**config.mk**
```make
export PLATFORM = sky130hd
export DESIGN_NAME = sarp_port
export DESIGN_NICKNAME = d
export VERILOG_FILES = /design/src/common/sarp_pkg.sv /design/src/core/sarp_port.sv /design/src/core/sarp_fifo.sv
export VERILOG_INCLUDE_DIRS = /design/src /design/src/common
export SDC_FILE = /design/constraint.sdc
export NUM_CORES = 1
export LEC_CHECK = 0
export BUFFER_PORTS_ARGS = -buffer_cell sky130_fd_sc_hd__buf_2
export CORE_ASPECT_RATIO = 1.4
export CORE_UTILIZATION = 65
export CTS_CLUSTER_SIZE = 25
export DETAILED_ROUTE_END_ITERATION = 6
export GPL_ROUTABILITY_DRIVEN = 0
export GPL_TIMING_DRIVEN = 0
export PLACE_DENSITY = 0.83
export SLEW_MARGIN = 20
export SYNTH_ARGS = -nofsm -noshare
export SYNTH_HDL_FRONTEND = slang
export SYNTH_SLANG_ARGS = --single-unit
```
**constraint.sdc**
```tcl
create_clock -name CLK_I -period 4 [get_ports CLK_I]
set_input_delay 0.2 -clock CLK_I [delete_from_list [all_inputs] [get_ports CLK_I]]
set_output_delay 0.2 -clock CLK_I [all_outputs]
set_load 0.01 [all_outputs]
```
**src/common/sarp_cfg.svh**
```systemverilog
`ifndef SARP_CFG_SVH
`define SARP_CFG_SVH
`define SARP_RES_W      12
`define SARP_LEAD_ZEROS 4
`define SARP_FRAME_BITS 16
`define SARP_FIFO_DEPTH 8
`define SARP_CNT_W      5
`endif

```
**src/common/sarp_pkg.sv**
```systemverilog
package sarp_pkg;
   typedef enum logic [1:0] {
      SARP_IDLE  = 2'b00,
      SARP_SHIFT = 2'b01,
      SARP_DONE  = 2'b10
   } sarp_state_t;
endpackage

```
**src/core/sarp_port.sv**
```systemverilog
`timescale 1ns/100ps
`include "sarp_cfg.svh"
module sarp_port #(
   parameter int RES_W = `SARP_RES_W,
   parameter int DEPTH = `SARP_FIFO_DEPTH
) (
   input  wire logic             CLK_I,        // 250 MHz clock
   input  wire logic             RST_N_I,      // sync reset, active low
   input  wire logic             SEL_N_I,      // host select, active low
   input  wire logic             SCLK_I,       // host serial clock
   input  wire logic             SMP_VALID_I,  // sampled code valid
   output logic                  SMP_READY_O,  // sample buffer not full
   input  wire logic [RES_W-1:0] SMP_DATA_I,   // unsigned sampled code
   output logic                  SER_OUT_O,    // serial_result_out level
   output logic                  SER_OE_O,     // serial_result_out enable
   output logic                  BUSY_O        // frame in progress
);
   localparam int FRAME_W = `SARP_FRAME_BITS;
   localparam int LEAD_W  = `SARP_LEAD_ZEROS;
   localparam int CNT_W   = `SARP_CNT_W;

   logic [2:0]            sel_sync_r;
   logic [2:0]            sclk_sync_r;
   logic                  sel_fall;
   logic                  sel_high;
   logic                  sclk_fall;
   logic                  frame_start;
   logic                  shift_step;
   logic                  last_fall;
   sarp_pkg::sarp_state_t state_r;
   sarp_pkg::sarp_state_t state_nxt;
   logic [CNT_W-1:0]      bit_cnt_r;
   logic [CNT_W-1:0]      bit_cnt_nxt;
   logic [FRAME_W-1:0]    shift_r;
   logic [FRAME_W-1:0]    shift_nxt;
   logic                  ser_out_r;
   logic                  ser_out_nxt;
   logic                  ser_oe_r;
   logic                  ser_oe_nxt;
   logic                  fifo_valid;
   logic                  fifo_take;
   logic [RES_W-1:0]      fifo_data;

   // falling edge from the two oldest synchroniser stages
   function automatic logic fall_of(input logic [2:0] s);
      fall_of = s[2] & ~s[1];
   endfunction

   // result word as it leaves the port: lead zeros, then the code
   function automatic logic [FRAME_W-1:0] frame_of(
      input logic [RES_W-1:0] code
   );
      frame_of = FRAME_W'({{LEAD_W{1'b0}}, code});
   endfunction

   // first stage feeds only the second; edges use stages two and three
   always_ff @(posedge CLK_I) begin
      if (!RST_N_I) begin
         sel_sync_r <= 3'h7;
      end else begin
         sel_sync_r <= {sel_sync_r[1:0], SEL_N_I};
      end
   end

   // serial clock parks high, so resetting high avoids a false edge
   always_ff @(posedge CLK_I) begin
      if (!RST_N_I) begin
         sclk_sync_r <= 3'h7;
      end else begin
         sclk_sync_r <= {sclk_sync_r[1:0], SCLK_I};
      end
   end

   assign sel_fall    = fall_of(sel_sync_r);
   assign sel_high    = sel_sync_r[1];
   assign sclk_fall   = fall_of(sclk_sync_r);
   assign frame_start = (state_r == sarp_pkg::SARP_IDLE) & sel_fall;
   assign shift_step  = (state_r == sarp_pkg::SARP_SHIFT) & sclk_fall;
   assign last_fall   = (bit_cnt_r == CNT_W'(FRAME_W));

   // buffer absorbs codes arriving while a frame is still shifting
   sarp_fifo #(
      .WIDTH (RES_W),
      .DEPTH (DEPTH)
   ) u_fifo (
      .clk_i       (CLK_I),
      .rst_n_i     (RST_N_I),
      .in_valid_i  (SMP_VALID_I),
      .in_ready_o  (SMP_READY_O),
      .in_data_i   (SMP_DATA_I),
      .out_valid_o (fifo_valid),
      .out_ready_i (fifo_take),
      .out_data_o  (fifo_data)
   );

   assign fifo_take = frame_start & fifo_valid;

   always_comb begin
      state_nxt = state_r;
      case (state_r)
         sarp_pkg::SARP_IDLE: begin
            if (sel_fall) begin
               state_nxt = sarp_pkg::SARP_SHIFT;
            end
         end
         sarp_pkg::SARP_SHIFT: begin
            if (sel_high) begin
               state_nxt = sarp_pkg::SARP_IDLE;
            end else if (shift_step && last_fall) begin
               state_nxt = sarp_pkg::SARP_DONE;
            end
         end
         sarp_pkg::SARP_DONE: begin
            if (sel_high) begin
               state_nxt = sarp_pkg::SARP_IDLE;
            end
         end
         default: begin
            state_nxt = sarp_pkg::SARP_IDLE;
         end
      endcase
   end

   always_ff @(posedge CLK_I) begin
      if (!RST_N_I) begin
         state_r <= sarp_pkg::SARP_IDLE;
      end else begin
         state_r <= state_nxt;
      end
   end

   // bit counter steps only on host clock edges; no clock, no progress
   always_comb begin
      bit_cnt_nxt = bit_cnt_r;
      if (frame_start) begin
         bit_cnt_nxt = '0;
      end else if (shift_step && !last_fall) begin
         bit_cnt_nxt = bit_cnt_r + 1'b1;
      end
   end

   always_comb begin
      shift_nxt = shift_r;
      if (frame_start) begin
         // underflow sends zero code rather than a stale one
         shift_nxt = frame_of(fifo_valid ? fifo_data : '0);
      end else if (shift_step) begin
         shift_nxt = {shift_r[FRAME_W-2:0], 1'b0};
      end
   end

   always_comb begin
      ser_oe_nxt = ser_oe_r;
      if (sel_high) begin
         ser_oe_nxt = 1'b0;
      end else if (frame_start) begin
         ser_oe_nxt = 1'b1;
      end else if (shift_step && last_fall) begin
         ser_oe_nxt = 1'b0;
      end
   end

   // line parks low on deselect; after the last fall the released wire keeps the final bit
   always_comb begin
      ser_out_nxt = ser_out_r;
      if (sel_high) begin
         ser_out_nxt = 1'b0;
      end else if (frame_start) begin
         ser_out_nxt = 1'b0;
      end else if (shift_step && !last_fall) begin
         ser_out_nxt = shift_r[FRAME_W-1];
      end
   end

   always_ff @(posedge CLK_I) begin
      if (!RST_N_I) begin
         bit_cnt_r <= '0;
      end else begin
         bit_cnt_r <= bit_cnt_nxt;
      end
   end

   always_ff @(posedge CLK_I) begin
      if (!RST_N_I) begin
         shift_r <= '0;
      end else begin
         shift_r <= shift_nxt;
      end
   end

   always_ff @(posedge CLK_I) begin
      if (!RST_N_I) begin
         ser_oe_r <= 1'b0;
      end else begin
         ser_oe_r <= ser_oe_nxt;
      end
   end

   always_ff @(posedge CLK_I) begin
      if (!RST_N_I) begin
         ser_out_r <= 1'b0;
      end else begin
         ser_out_r <= ser_out_nxt;
      end
   end

   assign SER_OUT_O = ser_out_r;
   assign SER_OE_O  = ser_oe_r;
   assign BUSY_O    = (state_r == sarp_pkg::SARP_SHIFT);
endmodule

```
**src/core/sarp_fifo.sv**
```systemverilog
`timescale 1ns/100ps
module sarp_fifo #(
   parameter int WIDTH = 12,
   parameter int DEPTH = 8
) (
   input  wire logic             clk_i,     // clock
   input  wire logic             rst_n_i,   // sync reset, active low
   input  wire logic             in_valid_i,// write request
   output logic                  in_ready_o,// not full
   input  wire logic [WIDTH-1:0] in_data_i, // write data
   output logic                  out_valid_o,// not empty
   input  wire logic             out_ready_i,// read accept
   output logic      [WIDTH-1:0] out_data_o // head word
);
   localparam int AW = (DEPTH > 1) ? $clog2(DEPTH) : 1;
   logic [WIDTH-1:0] mem_r [DEPTH];
   logic [AW-1:0]    wr_r;
   logic [AW-1:0]    rd_r;
   logic [AW:0]      cnt_r;
   logic             wr_en;
   logic             rd_en;

   function automatic logic [AW-1:0] inc(input logic [AW-1:0] p);
      inc = (p == AW'(DEPTH - 1)) ? '0 : p + 1'b1;
   endfunction

   assign in_ready_o  = (cnt_r != (AW+1)'(DEPTH));
   assign out_valid_o = (cnt_r != '0);
   assign wr_en       = in_valid_i & in_ready_o;
   assign rd_en       = out_valid_o & out_ready_i;
   assign out_data_o  = mem_r[rd_r];

   always_ff @(posedge clk_i) begin
      if (wr_en) begin
         mem_r[wr_r] <= in_data_i;
      end
   end

   always_ff @(posedge clk_i) begin
      if (!rst_n_i) begin
         wr_r  <= '0;
         rd_r  <= '0;
         cnt_r <= '0;
      end else begin
         if (wr_en) begin
            wr_r <= inc(wr_r);
         end
         if (rd_en) begin
            rd_r <= inc(rd_r);
         end
         if (wr_en && !rd_en) begin
            cnt_r <= cnt_r + 1'b1;
         end else if (rd_en && !wr_en) begin
            cnt_r <= cnt_r - 1'b1;
         end
      end
   end
endmodule

```
==> metrics.txt <==
result of the run=completed; final non-filler cell area=approximately 6500 µm²; class of the tightest hold or removal check=primary input to register; Final Non-Filler Cells=between 500 and 600; clock tree from TritonCTS=built; transition time at the pin with the least slew margin=between 800 and 900 ps; Req. time, crit path=4350 ps; CTS Root Cell=sky130_fd_sc_hd__clkbuf_16; clock power share=0.438; ant diodes=0; total routing resource utilization after global routing=0.281; post-synthesis net count=roughly 370; cell count after synthesis=340; arrival time reported for the critical path endpoint=3000 ps; cell types occupying the most area after synthesis=sky130_fd_sc_hd__edfxtp_1 (52%), sky130_fd_sc_hd__dfxtp_1 (16%), sky130_fd_sc_hd__mux4_2 (9.8%); Setup violations, final=0; IO buf count=20; highest fanout seen on the critical path=9; sum of routed wire segments on met1=approximately 4200 µm; utilization of the core after routing=0.790; Post-CTS Resized=0; register bit count reported by yosys=140; number of max-cap violations=0; CP bufs+invs=2; cell internal power dissipation=2.78 mW; switching power of the nets=0.845 mW; Core Area=8200 µm²; largest voltage drop on the vdd net=roughly 450 µV; CTS clk-pin slew, worst paths=approximately 60 ps; fmax=approximately 380 MHz; number of standard-cell rows in the floorplan=39; CP dominant cell by count=sky130_fd_sc_hd__ha_1; H-tree Lvls=4; clock buffer count from CTS=17; number of global-route vias before repair=~3300; setup repair after global routing missed its margin=no; Final Hold Slack=about 44 ps; Max stage delay cell, worst path=sky130_fd_sc_hd__or4b_4; wire length on met3=approximately 550 µm; initial core utilization=0.676; maximum number of pins on one net before global-route repair=17; Reg power frac=0.467; average wire length per cell after detail routing=21.9 µm; Async SR Flop Fraction=0; signed area change from the synthesized netlist to the final layout=16.9%; CTS sink cnt=140; HPWL Detailed=between 6000 and 7000 µm; wire length of the first global-routing pass=17500 µm; sequential element share of the synthesized area=0.679; number of cells after detailed placement=around 470; initial antenna violation count=0; post-layout net count=between 400 and 500; Sw Ratio=0.233; flop-to-flop setup slack=roughly 1400 ps; GRT overflow=0; post-detailed-route count of antenna-violating nets=0; number of vias in the routed layout=roughly 3100; final slew viol count=0; Skew-Pair Late Insertion Delay=between 400 and 500 ps; share of post-route cells with drive strength above 1=0.269; series of cell instances along the critical path=or4b_4 -> nand2_2 -> inv_2 -> ha_1 -> inv_1 -> ha_1 -> a21oi_1 -> a211oi_1 -> a31oi_1 -> mux2i_1; combinational share of power=0.096; kind of critical path=register to register; Crit path largest cell delay=570 ps; minimum clock period after layout=between 2000 and 3000 ps; area post-placement=just under 6000 µm²; number of enable flip-flop cells after synthesis=96; total die area=approximately 9000 µm²; ys flop type=sky130_fd_sc_hd__edfxtp_1; final routed DRC violation total=0; power density over the cells=approximately 560 nW/µm²; initial DRC count=slightly below 400; wire length reported by the detailed router=between 10000 and 15000 µm; share of Yosys cell area claimed by the top area cell type=0.520; Chip Height=111 µm; slew margin rel.=0.450; area of the mapped netlist=~5500 µm²; routed via count divided by cell count=a little over 6; Pre-Repair DR Iteration Count=4; library cell occupying the most area in the post-synthesis netlist=sky130_fd_sc_hd__edfxtp_1; number of top-level pins=21; clk_skew=6.11 ps; Startpoint Class=register; uppermost routed layer=met4; mean post-synth cell area=between 15 and 20 µm²; distinct cell type count after synthesis=between 40 and 50; share of the clock period used by the worst path after layout=0.662; Sum Neg Setup Slack=0 ps; Static Leakage=2.34 nW; amount of wire on met2 after detailed routing=roughly 6000 µm; number of hold-slack violations in the final timing report=0; count of yosys warnings during synthesis=0; Max clock buf depth=2; kind of cell adding the most delay to the critical path=simple AND/OR/NAND/NOR gates; element type at the critical path end=register; die width=roughly 80 µm
==> metal layers <==
| layer | up-vias | GRT usage |
|---|---|---|
| li1 | 1409 | - |
| met1 | 1570 | 0.329 |
| met2 | 127 | 0.463 |
| met3 | 31 | 0.0724 |
| met4 | 0 | 0.163 |
| met5 | - | 0 |
==> placed cells by master, fill, tap and decap left out, drive strengths merged, types with 4 or more instances in the layout <==
cell	n
xnor2	4
nor3	5
dfxtp	44
a21boi	4
mux2i	17
ha	9
o211a	11
inv	7
mux4	24
buf	38
nand2b	9
nor2	11
edfxtp	96
clkbuf	25
nand2	22
o21ai	25
a21oi	8
clkinv	4
==> state kept, by name (all words and copies together) (netlist names), named ones only <==
signal and count:
u_fifo.mem_r 96, shift_r 16, bit_cnt_r 5, u_fifo.cnt_r 4
sclk_sync_r 3, sel_sync_r 3, u_fifo.rd_r 3, u_fifo.wr_r 3
state_r 2, SER_OE_O 1, SER_OUT_O 1
==> per-stage QoR <==
stage          total power [mW]  worst slack [ps]
5_1_grt                    3.73              1170
3_5_place_dp               2.06              1360
2_1_floorplan              1.94              1590
4_1_cts                    3.63              1340
6_report                   3.62              1350
3_3_place_gp               2.02               545
==> synthesized netlist by cell type, drive strengths merged (3+ instances only) <==
library cell and n:
edfxtp 96, dfxtp 44, o21ai 25, mux4 24, nand2 22, mux2i 17
buf 11, nor2 11, o211a 11, ha 9, nand2b 9, a21oi 8
clkbuf 6, nor3 5, a21boi 4, inv 4, xnor2 4, and2 3
nor2b 3
==> repair_timing <==
item	4_1_cts	5_1_grt
endpoints found under the hold margin	2	0
buffers inserted	0	0
hold buffers	2	0
==> cell type report <==
cell class	count	area [µm²]
Clock buffer	19	433
Multi-Input combinational cell	179	1690
Clock inverter	13	165
Fill cell	430	1720
Tap cell	102	128
Timing Repair Buffer	29	175
Buffer	17	103
Inverter	4	15.0
Sequential cell	140	3760
==> power by group through the flow <==
stage	logic (mW)	registers, mW	clock network (mW)
2_1_floorplan	0.243	1.70	0
3_3_place_gp	0.311	1.71	0
3_5_place_dp	0.343	1.71	0
4_1_cts	0.351	1.69	1.59
5_1_grt	0.379	1.70	1.65
6_report	0.347	1.69	1.58
==> worst paths after layout <==
path / startpoint / end / depth (start not counted)
max: u_fifo.cnt_r[0]$_SDFFE_PN0P_ / u_fifo.cnt_r[3]$_SDFFE_PN0P_ / 10
min: SMP_DATA_I[2] / u_fifo.mem_r[0][2]$_DFFE_PP_ / 1
max reg2reg: u_fifo.cnt_r[0]$_SDFFE_PN0P_ / u_fifo.cnt_r[3]$_SDFFE_PN0P_ / 10
min reg2reg: sclk_sync_r[0]$_SDFF_PN1_ / sclk_sync_r[1]$_SDFF_PN1_ / 1
==> cell families after synthesis <==
family | Yosys count | share of synthesized area
muxes | 41 | 0.128
buffers and inverters | 21 | 0.0212
DFF | 140 | 0.679
adders and majority gates | 10 | 0.0239
and+or+nand+nor | 70 | 0.0734
AOI/OAI and AO/OA | 52 | 0.0642
xor gates and xnor gates | 6 | 0.00949
(Power assumes the default switching activity.)
